**config.mk**
```make
export PLATFORM = sky130hd
export DESIGN_NAME = flash_flag_status_cmd_decode
export DESIGN_NICKNAME = d
export VERILOG_FILES = /design/src/verilog/flash_flag_pkg.sv /design/src/verilog/opcode_dec_if.sv /design/src/verilog/opcode_decoder.sv /design/src/verilog/flash_flag_status_cmd_decode.sv
export SDC_FILE = /design/constraint.sdc
export NUM_CORES = 1
export LEC_CHECK = 0
export BUFFER_PORTS_ARGS = -buffer_cell sky130_fd_sc_hd__buf_2
export CAP_MARGIN = 5
export CORE_MARGIN = 1.5
export CORE_UTILIZATION = 49
export DETAILED_ROUTE_END_ITERATION = 8
export PLACE_DENSITY_LB_ADDON = 0.08
export SYNTH_ARGS = -nofsm -noshare
export SYNTH_HDL_FRONTEND = slang
export SYNTH_SLANG_ARGS = --single-unit
```
**constraint.sdc**
```tcl
create_clock -name mclk_i -period 2.8 [get_ports mclk_i]
set_clock_uncertainty 0.2 [all_clocks]
set_input_delay 0.14 -clock mclk_i [delete_from_list [all_inputs] [get_ports mclk_i]]
set_output_delay 0.14 -clock mclk_i [all_outputs]
set_load 0.01 [all_outputs]
```
**src/verilog/flash_flag_pkg.sv**
```systemverilog
// Constants and types shared by the flag register and command decoder
`default_nettype none
package flash_flag_pkg;
   // Protocol selection codes
   localparam logic [1:0] PROTO_EXT = 2'h0;
   localparam logic [1:0] PROTO_DUAL = 2'h1;
   localparam logic [1:0] PROTO_QUAD = 2'h2;
   // Support masks, bit index is the protocol code
   localparam logic [2:0] SUP_ALL = 3'h7;
   localparam logic [2:0] SUP_EXT = 3'h1;
   localparam logic [2:0] SUP_ED = 3'h3;
   localparam logic [2:0] SUP_EQ = 3'h5;
   localparam logic [2:0] SUP_DQ = 3'h6;
   localparam logic [2:0] SUP_NONE = 3'h0;
   // Data byte limits
   localparam logic [8:0] BYTES_0 = 9'h000;
   localparam logic [8:0] BYTES_1 = 9'h001;
   localparam logic [8:0] BYTES_2 = 9'h002;
   localparam logic [8:0] BYTES_ID_MULTI = 9'h003;
   localparam logic [8:0] BYTES_ID = 9'h014;
   localparam logic [8:0] BYTES_OTP = 9'h040;
   localparam logic [8:0] BYTES_PAGE = 9'h100;
   localparam logic [8:0] BYTES_MAX = 9'h1FF;
   // Opcodes
   localparam logic [7:0] OP_RST_EN = 8'h66, OP_RST_MEM = 8'h99;
   localparam logic [7:0] OP_ID_A = 8'h9E, OP_ID_B = 8'h9F, OP_ID_MULTI = 8'hAF;
   localparam logic [7:0] OP_DISCOVERY = 8'h5A, OP_READ = 8'h03, OP_FAST = 8'h0B;
   localparam logic [7:0] OP_DUAL_OUT = 8'h3B, OP_DUAL_IO = 8'hBB;
   localparam logic [7:0] OP_QUAD_OUT = 8'h6B, OP_QUAD_IO = 8'hEB;
   localparam logic [7:0] OP_WREN = 8'h06, OP_WRDIS = 8'h04;
   localparam logic [7:0] OP_RD_STATUS = 8'h05, OP_WR_STATUS = 8'h01;
   localparam logic [7:0] OP_RD_LOCK = 8'hE8, OP_WR_LOCK = 8'hE5;
   localparam logic [7:0] OP_RD_FLAG = 8'h70, OP_CLR_FLAG = 8'h50;
   localparam logic [7:0] OP_RD_NVCFG = 8'hB5, OP_WR_NVCFG = 8'hB1;
   localparam logic [7:0] OP_RD_VCFG = 8'h85, OP_WR_VCFG = 8'h81;
   localparam logic [7:0] OP_RD_EVCFG = 8'h65, OP_WR_EVCFG = 8'h61;
   localparam logic [7:0] OP_PAGE_PROG = 8'h02, OP_DUAL_PROG = 8'hA2;
   localparam logic [7:0] OP_DUAL_XPROG = 8'hD2, OP_QUAD_PROG = 8'h32;
   localparam logic [7:0] OP_QUAD_XPROG = 8'h12;
   localparam logic [7:0] OP_SUB_ERASE = 8'h20, OP_SEC_ERASE = 8'hD8;
   localparam logic [7:0] OP_BULK_ERASE = 8'hC7;
   localparam logic [7:0] OP_RESUME = 8'h7A, OP_SUSPEND = 8'h75;
   localparam logic [7:0] OP_RD_OTP = 8'h4B, OP_PROG_OTP = 8'h42;
   localparam logic [7:0] OP_DPD = 8'hB9, OP_DPD_EXIT = 8'hAB;
   // Flag register layout
   localparam int FLAG_READY = 7;
   localparam int FLAG_ERASE_SUSP = 6;
   localparam int FLAG_ERASE_ERR = 5;
   localparam int FLAG_PROG_ERR = 4;
   localparam int FLAG_SUPPLY_ERR = 3;
   localparam int FLAG_PROG_SUSP = 2;
   localparam int FLAG_PROT_ERR = 1;
   localparam int FLAG_RSVD = 0;
   localparam logic [7:0] FLAG_ERR_MASK = 8'h3A;
   localparam logic [7:0] FLAG_RESET = 8'h88;
   // Pattern granularity for the zero-to-one check, low bits that must be zero
   localparam int PATTERN_LOG2 = 6;

   typedef struct packed {
      logic [2:0] sup;
      logic [8:0] maxb;
      logic inf;
   } dec_s;
endpackage
`default_nettype wire

```
**src/verilog/opcode_dec_if.sv**
```systemverilog
// Carrier between the flag block and its opcode decoder
`timescale 1ns/100ps
`default_nettype none
interface opcode_dec_if;
   logic [7:0] opcode;
   logic [1:0] proto;
   logic hit;
   logic [8:0] maxb;
   logic inf;
   modport ctrl (output opcode, output proto, input hit, input maxb, input inf);
   modport dec (input opcode, input proto, output hit, output maxb, output inf);
endinterface
`default_nettype wire

```
**src/verilog/opcode_decoder.sv**
```systemverilog
// Opcode table: protocol support and data byte limits
`timescale 1ns/100ps
`default_nettype none
module opcode_decoder (
   opcode_dec_if.dec d
);
   function automatic flash_flag_pkg::dec_s mk(input logic [2:0] s, input logic [8:0] m,
                                                input logic i);
      flash_flag_pkg::dec_s r;
      r.sup = s;
      r.maxb = m;
      r.inf = i;
      return r;
   endfunction

   flash_flag_pkg::dec_s e;

   always_comb begin
      unique case (d.opcode)
         flash_flag_pkg::OP_RST_EN, flash_flag_pkg::OP_RST_MEM,
         flash_flag_pkg::OP_WREN, flash_flag_pkg::OP_WRDIS,
         flash_flag_pkg::OP_SUB_ERASE, flash_flag_pkg::OP_SEC_ERASE,
         flash_flag_pkg::OP_BULK_ERASE, flash_flag_pkg::OP_RESUME,
         flash_flag_pkg::OP_SUSPEND, flash_flag_pkg::OP_DPD,
         flash_flag_pkg::OP_DPD_EXIT:
            e = mk(flash_flag_pkg::SUP_ALL, flash_flag_pkg::BYTES_0, 1'b0);
         flash_flag_pkg::OP_CLR_FLAG:
            e = mk(flash_flag_pkg::SUP_ALL, flash_flag_pkg::BYTES_0, 1'b0);
         flash_flag_pkg::OP_ID_A, flash_flag_pkg::OP_ID_B:
            e = mk(flash_flag_pkg::SUP_EXT, flash_flag_pkg::BYTES_ID, 1'b0);
         flash_flag_pkg::OP_ID_MULTI:
            e = mk(flash_flag_pkg::SUP_DQ, flash_flag_pkg::BYTES_ID_MULTI, 1'b0);
         flash_flag_pkg::OP_READ:
            e = mk(flash_flag_pkg::SUP_EXT, flash_flag_pkg::BYTES_MAX, 1'b1);
         flash_flag_pkg::OP_DISCOVERY, flash_flag_pkg::OP_FAST,
         flash_flag_pkg::OP_RD_STATUS, flash_flag_pkg::OP_RD_FLAG,
         flash_flag_pkg::OP_RD_VCFG, flash_flag_pkg::OP_RD_EVCFG:
            e = mk(flash_flag_pkg::SUP_ALL, flash_flag_pkg::BYTES_MAX, 1'b1);
         flash_flag_pkg::OP_RD_LOCK:
            e = mk(flash_flag_pkg::SUP_ALL, flash_flag_pkg::BYTES_MAX, 1'b1);
         flash_flag_pkg::OP_DUAL_OUT, flash_flag_pkg::OP_DUAL_IO:
            e = mk(flash_flag_pkg::SUP_ED, flash_flag_pkg::BYTES_MAX, 1'b1);
         flash_flag_pkg::OP_QUAD_OUT, flash_flag_pkg::OP_QUAD_IO:
            e = mk(flash_flag_pkg::SUP_EQ, flash_flag_pkg::BYTES_MAX, 1'b1);
         flash_flag_pkg::OP_WR_STATUS, flash_flag_pkg::OP_WR_LOCK,
         flash_flag_pkg::OP_WR_VCFG, flash_flag_pkg::OP_WR_EVCFG:
            e = mk(flash_flag_pkg::SUP_ALL, flash_flag_pkg::BYTES_1, 1'b0);
         flash_flag_pkg::OP_RD_NVCFG, flash_flag_pkg::OP_WR_NVCFG:
            e = mk(flash_flag_pkg::SUP_ALL, flash_flag_pkg::BYTES_2, 1'b0);
         flash_flag_pkg::OP_PAGE_PROG:
            e = mk(flash_flag_pkg::SUP_ALL, flash_flag_pkg::BYTES_PAGE, 1'b0);
         flash_flag_pkg::OP_DUAL_PROG, flash_flag_pkg::OP_DUAL_XPROG:
            e = mk(flash_flag_pkg::SUP_ED, flash_flag_pkg::BYTES_PAGE, 1'b0);
         flash_flag_pkg::OP_QUAD_PROG, flash_flag_pkg::OP_QUAD_XPROG:
            e = mk(flash_flag_pkg::SUP_EQ, flash_flag_pkg::BYTES_PAGE, 1'b0);
         flash_flag_pkg::OP_RD_OTP, flash_flag_pkg::OP_PROG_OTP:
            e = mk(flash_flag_pkg::SUP_ALL, flash_flag_pkg::BYTES_OTP, 1'b0);
         default:
            e = mk(flash_flag_pkg::SUP_NONE, flash_flag_pkg::BYTES_0, 1'b0);
      endcase
   end

   // Protocol code 3 is not a protocol, so nothing hits there
   assign d.hit = (d.proto != 2'h3) && e.sup[d.proto];
   assign d.maxb = e.maxb;
   assign d.inf = e.inf;
endmodule // opcode_decoder
`default_nettype wire

```
**src/verilog/flash_flag_status_cmd_decode.sv**
```systemverilog
// Flag register and per-protocol command acceptance for the serial flash
// Functional notes
// - bit 7 low busy, high ready
// - bit 6 shows erase suspended or pending
// - bit 5 sets on erase failure/protection
// - bit 4 sets on program failure, 0-to-1 attempt at high supply level with whole pattern
// - bit 3 flags bad program supply, resets 1
// - bit 2 shows program suspended or pending
// - bit 1 protection error, bit 0 reserved
// - read-flag opcode returns volatile register, all protocols
// - status bits follow their condition automatically
// - error bits stick until clear-flag opcode
// - new operation with pending error is error
// - clear-flag in all protocols, no data
// - identification reads split by protocol
// - dual output read refused in quad, streams
// - dual I/O read codes refused in quad
// - quad output read refused in dual, streams
// - quad I/O read codes refused in dual
// - status read streams, status write one byte
`timescale 1ns/100ps
`default_nettype none
module flash_flag_status_cmd_decode (
   // Clock, reset, enable
   input wire logic mclk_i,
   input wire logic rst_n_i,
   input wire logic ce_i,
   // Serial front end
   input wire logic cs_n_i,
   input wire logic opcode_valid_i,
   input wire logic [7:0] opcode_i,
   input wire logic [1:0] proto_i,
   input wire logic byte_done_i,
   // Program/erase engine
   input wire logic pe_busy_i,
   input wire logic erase_susp_i,
   input wire logic prog_susp_i,
   input wire logic op_start_i,
   input wire logic erase_fail_i,
   input wire logic erase_prot_i,
   input wire logic prog_fail_i,
   input wire logic prog_prot_i,
   input wire logic otp_locked_hit_i,
   input wire logic supply_bad_i,
   input wire logic zero_to_one_i,
   input wire logic program_supply_high_level_i,
   input wire logic [11:0] pattern_bits_i,
   // Command results
   output logic [7:0] flag_o,
   output logic cmd_accept_o,
   output logic cmd_ignored_o,
   output logic [7:0] cmd_code_o,
   output logic [8:0] max_bytes_o,
   output logic stream_o,
   output logic byte_over_o,
   output logic clear_done_o,
   output logic rd_valid_o,
   output logic [7:0] rd_data_o
);
   typedef enum logic [1:0] {ST_IDLE, ST_CMD, ST_IGNORE} state_e;

   function automatic logic pattern_whole(input logic [11:0] bits);
      return bits[flash_flag_pkg::PATTERN_LOG2-1:0] == '0;
   endfunction

   opcode_dec_if dif ();
   opcode_decoder u_dec (
      .d (dif)
   );
   assign dif.opcode = opcode_i;
   assign dif.proto = proto_i;

   state_e state_r, state_nxt;
   logic cs_s1_r, cs_s2_r;
   logic [7:0] flag_r, flag_nxt;
   logic [7:0] code_r, code_nxt;
   logic [8:0] max_r, max_nxt;
   logic [8:0] cnt_r, cnt_nxt;
   logic stream_r, stream_nxt;
   logic over_r, over_nxt;
   logic acc_r, acc_nxt;
   logic ign_r, ign_nxt;
   logic clr_r, clr_nxt;
   logic rdv_r, rdv_nxt;
   logic [7:0] rdd_r, rdd_nxt;
   logic clr_now;
   logic pending_err;

   // Select is a pin; the first stage is read only by the second
   always_ff @(posedge mclk_i or negedge rst_n_i) begin
      if (!rst_n_i) begin
         cs_s1_r <= 1'b1;
         cs_s2_r <= 1'b1;
      end else if (ce_i) begin
         cs_s1_r <= cs_n_i;
         cs_s2_r <= cs_s1_r;
      end
   end

   // Framing and acceptance
   always_comb begin
      state_nxt = state_r;
      code_nxt = code_r;
      max_nxt = max_r;
      cnt_nxt = cnt_r;
      stream_nxt = stream_r;
      over_nxt = over_r;
      acc_nxt = 1'b0;
      ign_nxt = 1'b0;
      clr_now = 1'b0;
      rdv_nxt = 1'b0;
      rdd_nxt = rdd_r;
      unique case (state_r)
         ST_IDLE: begin
            if (opcode_valid_i && !cs_s2_r) begin
               if (dif.hit) begin
                  state_nxt = ST_CMD;
                  acc_nxt = 1'b1;
                  code_nxt = opcode_i;
                  max_nxt = dif.maxb;
                  stream_nxt = dif.inf;
                  cnt_nxt = '0;
                  over_nxt = 1'b0;
                  clr_now = (opcode_i == flash_flag_pkg::OP_CLR_FLAG);
               end else begin
                  state_nxt = ST_IGNORE;
                  ign_nxt = 1'b1;
               end
            end
         end
         ST_CMD: begin
            if (cs_s2_r) begin
               state_nxt = ST_IDLE;
               stream_nxt = 1'b0;
            end else if (byte_done_i) begin
               if (cnt_r != flash_flag_pkg::BYTES_MAX) begin
                  cnt_nxt = cnt_r + 9'h001;
               end
               if (!stream_r && cnt_r >= max_r) begin
                  over_nxt = 1'b1;
               end
               if (code_r == flash_flag_pkg::OP_RD_FLAG) begin
                  rdv_nxt = 1'b1;
                  rdd_nxt = flag_r;
               end
            end
         end
         ST_IGNORE: begin
            if (cs_s2_r) begin
               state_nxt = ST_IDLE;
            end
         end
      endcase
      clr_nxt = clr_now;
   end

   // Flag register
   always_comb begin
      pending_err = |(flag_r & flash_flag_pkg::FLAG_ERR_MASK);
      flag_nxt = flag_r;
      // only the clear opcode drops errors
      if (clr_now) begin
         flag_nxt = flag_r & ~flash_flag_pkg::FLAG_ERR_MASK;
      end
      flag_nxt[flash_flag_pkg::FLAG_READY] = !pe_busy_i;
      flag_nxt[flash_flag_pkg::FLAG_ERASE_SUSP] = erase_susp_i;
      flag_nxt[flash_flag_pkg::FLAG_PROG_SUSP] = prog_susp_i;
      flag_nxt[flash_flag_pkg::FLAG_RSVD] = 1'b0;
      if (erase_fail_i || erase_prot_i) begin
         flag_nxt[flash_flag_pkg::FLAG_ERASE_ERR] = 1'b1;
      end
      if (prog_fail_i || prog_prot_i || otp_locked_hit_i ||
          (zero_to_one_i && program_supply_high_level_i && pattern_whole(pattern_bits_i))) begin
         flag_nxt[flash_flag_pkg::FLAG_PROG_ERR] = 1'b1;
      end
      if (supply_bad_i) begin
         flag_nxt[flash_flag_pkg::FLAG_SUPPLY_ERR] = 1'b1;
      end
      if (erase_prot_i || prog_prot_i || otp_locked_hit_i || (op_start_i && pending_err)) begin
         flag_nxt[flash_flag_pkg::FLAG_PROT_ERR] = 1'b1;
      end
   end

   always_ff @(posedge mclk_i or negedge rst_n_i) begin
      if (!rst_n_i) begin
         state_r <= ST_IDLE;
         flag_r <= flash_flag_pkg::FLAG_RESET;
         code_r <= '0;
         max_r <= '0;
         cnt_r <= '0;
         stream_r <= 1'b0;
         over_r <= 1'b0;
         acc_r <= 1'b0;
         ign_r <= 1'b0;
         clr_r <= 1'b0;
         rdv_r <= 1'b0;
         rdd_r <= '0;
      end else if (ce_i) begin
         state_r <= state_nxt;
         flag_r <= flag_nxt;
         code_r <= code_nxt;
         max_r <= max_nxt;
         cnt_r <= cnt_nxt;
         stream_r <= stream_nxt;
         over_r <= over_nxt;
         acc_r <= acc_nxt;
         ign_r <= ign_nxt;
         clr_r <= clr_nxt;
         rdv_r <= rdv_nxt;
         rdd_r <= rdd_nxt;
      end
   end

   assign flag_o = flag_r;
   assign cmd_accept_o = acc_r;
   assign cmd_ignored_o = ign_r;
   assign cmd_code_o = code_r;
   assign max_bytes_o = max_r;
   assign stream_o = stream_r;
   assign byte_over_o = over_r;
   assign clear_done_o = clr_r;
   assign rd_valid_o = rdv_r;
   assign rd_data_o = rdd_r;
endmodule // flash_flag_status_cmd_decode
`default_nettype wire

```
==> impl_results.html <==
<table>
<tr><th>Metric</th><th>Value</th></tr>
<tr><th colspan="2">Outcome</th></tr>
<tr><td>Run status</td><td>complete, no violations</td></tr>
<tr><th colspan="2">Placed design</th></tr>
<tr><td>Final weighted congestion of routability-driven global placement</td><td>0.919</td></tr>
<tr><td>Number of cells after detailed placement</td><td>450</td></tr>
<tr><td>Pre-CTS setup slack</td><td>-0.0828 ns</td></tr>
<tr><td>HPWL after detailed placement</td><td>5190 um</td></tr>
<tr><td>Number of buffers added on ports</td><td>70</td></tr>
<tr><th colspan="2">Cells and area</th></tr>
<tr><td>Ant. Diodes</td><td>0</td></tr>
<tr><td>Number of nets in the layout</td><td>449</td></tr>
<tr><td>Layout cell share with drive strength beyond 1</td><td>0.343</td></tr>
<tr><td>Area added between synthesis and finish</td><td>23.8%</td></tr>
<tr><td>Post-Layout Cell Count</td><td>472</td></tr>
<tr><td>Fill cell instance count of the final layout</td><td>530</td></tr>
<tr><td>Core Util, Final</td><td>0.626</td></tr>
<tr><th colspan="2">GRT</th></tr>
<tr><td>Number of antenna violations at the first check in global routing</td><td>0</td></tr>
<tr><td>Total overflow reported by the global router</td><td>0</td></tr>
<tr><td>Pin count of the biggest net entering global routing</td><td>48</td></tr>
<tr><td>Global-route usage over all layers</td><td>0.231</td></tr>
<tr><td>Wire length of the first global-routing pass</td><td>11,800 um</td></tr>
<tr><td>Number of global-route vias before repair</td><td>2,478</td></tr>
<tr><th colspan="2">Timing</th></tr>
<tr><td>Worst relative slew slack</td><td>0.305</td></tr>
<tr><td>Min setup slack post-route</td><td>0.213 ns</td></tr>
<tr><td>Worst hold slack after final layout</td><td>0.0344 ns</td></tr>
<tr><td>Tmin final</td><td>2.59 ns</td></tr>
<tr><td>Unrepaired setup endpoints after global routing</td><td>false</td></tr>
<tr><td>Endpoints failing hold</td><td>0</td></tr>
<tr><td>Setup TNS after final layout</td><td>0 ns</td></tr>
<tr><td>Final max-slew violation count</td><td>0</td></tr>
<tr><td>Worst slew pin tran</td><td>1.04 ns</td></tr>
<tr><td>Number of failing setup endpoints in the final timing report</td><td>0</td></tr>
<tr><td>Maximum clock frequency</td><td>387 MHz</td></tr>
<tr><td>Period utilisation layout</td><td>0.924</td></tr>
<tr><th colspan="2">Worst setup path</th></tr>
<tr><td>Crit. Startpoint</td><td>opcode_i[0]</td></tr>
<tr><td>Capturing element type of the critical path</td><td>flop</td></tr>
<tr><td>Signal arrival time at the worst endpoint</td><td>2.62 ns</td></tr>
<tr><td>Number of buffers and inverters on the critical path</td><td>1</td></tr>
<tr><td>Setup slack on the worst flop-to-flop path</td><td>0.36 ns</td></tr>
<tr><td>Capturing instance or port of the critical path</td><td>cnt_r[5]</td></tr>
<tr><td>Logic depth of the worst setup path including buffers</td><td>9</td></tr>
<tr><td>Reg-to-Reg End</td><td>rd_data_o[7]</td></tr>
<tr><td>Slowest stage delay, CP</td><td>0.56 ns</td></tr>
<tr><td>Worst Path Class, Setup</td><td>primary input to flop</td></tr>
<tr><td>Required time worst endpoint</td><td>2.83 ns</td></tr>
<tr><td>R2R cell count</td><td>7</td></tr>
<tr><td>Nature of the critical path startpoint</td><td>primary input</td></tr>
<tr><td>Worst-path cell chain</td><td>buf_2, or4b_4, o32ai_2, o21bai_1, a21o_1, o211ai_2, o21bai_2, or4_1, a21oi_1</td></tr>
<tr><td>Launch instance of the worst register-to-register path</td><td>state_r[1]</td></tr>
<tr><td>CP max stage cell</td><td>sky130_fd_sc_hd__or4b_4</td></tr>
<tr><td>Highest fanout seen on the critical path</td><td>12</td></tr>
<tr><td>Critical path's top delay family</td><td>compound AO/OA/AOI/OAI gates</td></tr>
<tr><th colspan="2">Clock tree</th></tr>
<tr><td>CTS tree</td><td>yes</td></tr>
<tr><td>TritonCTS sink count</td><td>47</td></tr>
<tr><td>Setup fix buffers added after clock tree synthesis</td><td>0</td></tr>
<tr><td>H-Tree Level Count</td><td>2</td></tr>
<tr><td>Cell at the root of the clock tree</td><td>sky130_fd_sc_hd__clkbuf_8</td></tr>
<tr><td>Number of cells upsized or downsized after cts</td><td>0</td></tr>
<tr><td>Clock latency at the later pin of the worst-skew pair</td><td>0.30 ns</td></tr>
<tr><td>Maximum clock insertion buffer count</td><td>2</td></tr>
<tr><td>CTS buffer count</td><td>5</td></tr>
<tr><td>Clock slew seen by the registers of the worst setup and hold paths</td><td>0.10 ns</td></tr>
<tr><th colspan="2">Synthesis</th></tr>
<tr><td>Library cells used by synthesis</td><td>64</td></tr>
<tr><td>Proportion of register bits with asynchronous set or reset after synthesis</td><td>1.00</td></tr>
<tr><td>Share of the yosys chip area belonging to registers</td><td>0.395</td></tr>
<tr><td>Post-synthesis average cell area</td><td>9.81 um2</td></tr>
<tr><td>Post-Synthesis Cells</td><td>305</td></tr>
<tr><td>Most common flop cell mapped by yosys</td><td>sky130_fd_sc_hd__dfrtp_1</td></tr>
<tr><td>Synthesis-stage register bit count</td><td>47</td></tr>
<tr><td>Number of warning messages in the yosys log</td><td>0</td></tr>
<tr><td>Combined area of all synthesized cells</td><td>2990 um2</td></tr>
<tr><td>Count of flip-flops with a built-in enable after synthesis</td><td>0</td></tr>
<tr><th colspan="2">Routing</th></tr>
<tr><td>Wirelength per Cell</td><td>15.0 um</td></tr>
<tr><td>Iteration-0 DRC Markers</td><td>115</td></tr>
<tr><td>Initial DRT Pass Iterations</td><td>4</td></tr>
<tr><td>Total via count in the routed design</td><td>2,644</td></tr>
<tr><td>Number of remaining DRC errors</td><td>0</td></tr>
<tr><td>Post-route ant nets</td><td>0</td></tr>
<tr><td>Total detailed-routing wirelength</td><td>7100 um</td></tr>
<tr><td>Average via count per standard cell</td><td>5.60</td></tr>
<tr><th colspan="2">Floorplanning</th></tr>
<tr><td>Die height</td><td>81.2 um</td></tr>
<tr><td>Placeable core area</td><td>5920 um2</td></tr>
<tr><td>Total I/O pin count</td><td>79</td></tr>
<tr><td>Area of the die</td><td>6590 um2</td></tr>
<tr><td>Row cnt</td><td>28</td></tr>
<tr><td>Starting Density</td><td>0.505</td></tr>
<tr><td>Floorplan die width</td><td>81.2 um</td></tr>
<tr><th colspan="2">Worst hold path</th></tr>
<tr><td>Path class of the lowest-slack min-delay path</td><td>primary input to flop</td></tr>
<tr><th colspan="2">Power</th></tr>
<tr><td>Power per cell area</td><td>574 nW/um2</td></tr>
<tr><td>Leakage power figure</td><td>0.00173 uW</td></tr>
<tr><td>Maximum resistive drop on vdd</td><td>0.000349 V</td></tr>
<tr><th colspan="2">Job</th></tr>
<tr><td>Count of max-cap constraint violations</td><td>0</td></tr>
</table>
## sequential cells by signal, summed over array words and instances, names as in the netlist
signal         cells
byte_over_o        1
clear_done_o       1
cmd_accept_o       1
cmd_code_o         8
cmd_ignored_o      1
cnt_r              9
cs_s1_r            1
cs_s2_r            1
flag_o             7
max_bytes_o        6
rd_data_o          7
rd_valid_o         1
state_r            2
stream_o           1
## how the worst min path moves through the flow
stage,from,depth (start not counted),end
floorplan,rst_n_i,0,byte_over_o
global placement,pe_busy_i,2,flag_o[7]
detailed placement,pe_busy_i,2,flag_o[7]
CTS,opcode_i[6],2,cmd_code_o[6]
global route,opcode_i[6],2,cmd_code_o[6]
finish,opcode_i[6],2,cmd_code_o[6]
## routing by layer
metal  vias to the layer above  global-route usage  part of all wire
li1                       1311                   -                 -
met1                      1268               0.305              0.46
met2                        63               0.391              0.49
met3                         2              0.0517             0.043
met4                         0              0.0466            0.0035
met5                         -                   0                 0
## cells in the final DEF, fill, tap and decap left out, types with 10 or more instances in the layout
cell and n:
sky130_fd_sc_hd__mux2_2 20, sky130_fd_sc_hd__buf_2 70, sky130_fd_sc_hd__ha_1 13, sky130_fd_sc_hd__dlygate4sd3_1 14
sky130_fd_sc_hd__inv_1 15, sky130_fd_sc_hd__o21ai_0 15, sky130_fd_sc_hd__dfrtp_1 43, sky130_fd_sc_hd__nor2b_1 10
sky130_fd_sc_hd__nand2_1 23, sky130_fd_sc_hd__buf_4 23
## metrics by stage
step | cell area (um2) | total power [uW]
global placement | 3480 | 1700
finish | 3700 | 2130
CTS | 3700 | 2150
detailed placement | 3480 | 1720
floorplan | 3000 | 1460
global route | 3700 | 2310
## cells in the mapped netlist (3+ instances only)
library cell	count	area share
sky130_fd_sc_hd__or4_1	7	0.018
sky130_fd_sc_hd__o2bb2ai_1	4	0.012
sky130_fd_sc_hd__a21o_1	4	0.010
sky130_fd_sc_hd__and3_1	3	0.0063
sky130_fd_sc_hd__o21ai_0	15	0.025
sky130_fd_sc_hd__dfrtp_1	43	0.36
sky130_fd_sc_hd__clkbuf_1	9	0.011
sky130_fd_sc_hd__a2111oi_0	3	0.0088
sky130_fd_sc_hd__nand3_1	9	0.015
sky130_fd_sc_hd__nor2_1	9	0.011
sky130_fd_sc_hd__o21a_1	6	0.015
sky130_fd_sc_hd__nand4b_1	3	0.0088
sky130_fd_sc_hd__nor4_1	4	0.0084
sky130_fd_sc_hd__buf_6	3	0.011
sky130_fd_sc_hd__ha_1	13	0.054
sky130_fd_sc_hd__mux2i_1	3	0.010
sky130_fd_sc_hd__buf_2	5	0.0084
sky130_fd_sc_hd__o31ai_1	8	0.020
sky130_fd_sc_hd__or3_1	3	0.0063
sky130_fd_sc_hd__buf_4	5	0.013
sky130_fd_sc_hd__a21oi_1	9	0.015
sky130_fd_sc_hd__dfstp_2	4	0.035
sky130_fd_sc_hd__nor2b_1	10	0.021
sky130_fd_sc_hd__inv_1	15	0.019
sky130_fd_sc_hd__nand2_1	23	0.029
sky130_fd_sc_hd__nor3_1	8	0.013
sky130_fd_sc_hd__mux2_2	20	0.075
sky130_fd_sc_hd__nand2b_1	7	0.015
## cell families after synthesis
logic type | count (synthesis) | synth area share
AOI/OAI and AO/OA | 77 | 0.190
xor gates and xnor gates | 3 | 0.00878
adders and majority gates | 13 | 0.0543
buffers and inverters | 40 | 0.0661
DFF | 47 | 0.395
muxes | 23 | 0.0853
other | 1 | 0.00125
and+or+nand+nor | 101 | 0.200
## layout make-up
type / count / area, um2 / area share
clock buffers: 5 / 68.8 / 0.0186
inverters: 16 / 60.1 / 0.0162
well taps: 75 / 93.8 / 0.0253
repair buffers: 107 / 663 / 0.179
clock inverters: 3 / 20.0 / 0.00540
flip-flops and latches: 47 / 1180 / 0.319
multi-input cells: 219 / 1620 / 0.437
## worst reg2reg max path: cells and delay by family (launching register included)
kind	cells	cell delay (ns)
buf+inv	2	0.29
fa+ha+maj	1	0.32
mux	1	0.34
simple gates	3	0.79
flops	1	0.38
## power by group
part           switching (uW)  internal (uW)
logic                     407            364
registers                 122            826
clock network             235            174
## what timing repair did
action	in CTS	in global routing
hold buffers	14	0
endpoints found under the setup margin	0	0
hold endpoints to repair	53	0
Power figures use the tool's default switching activity.
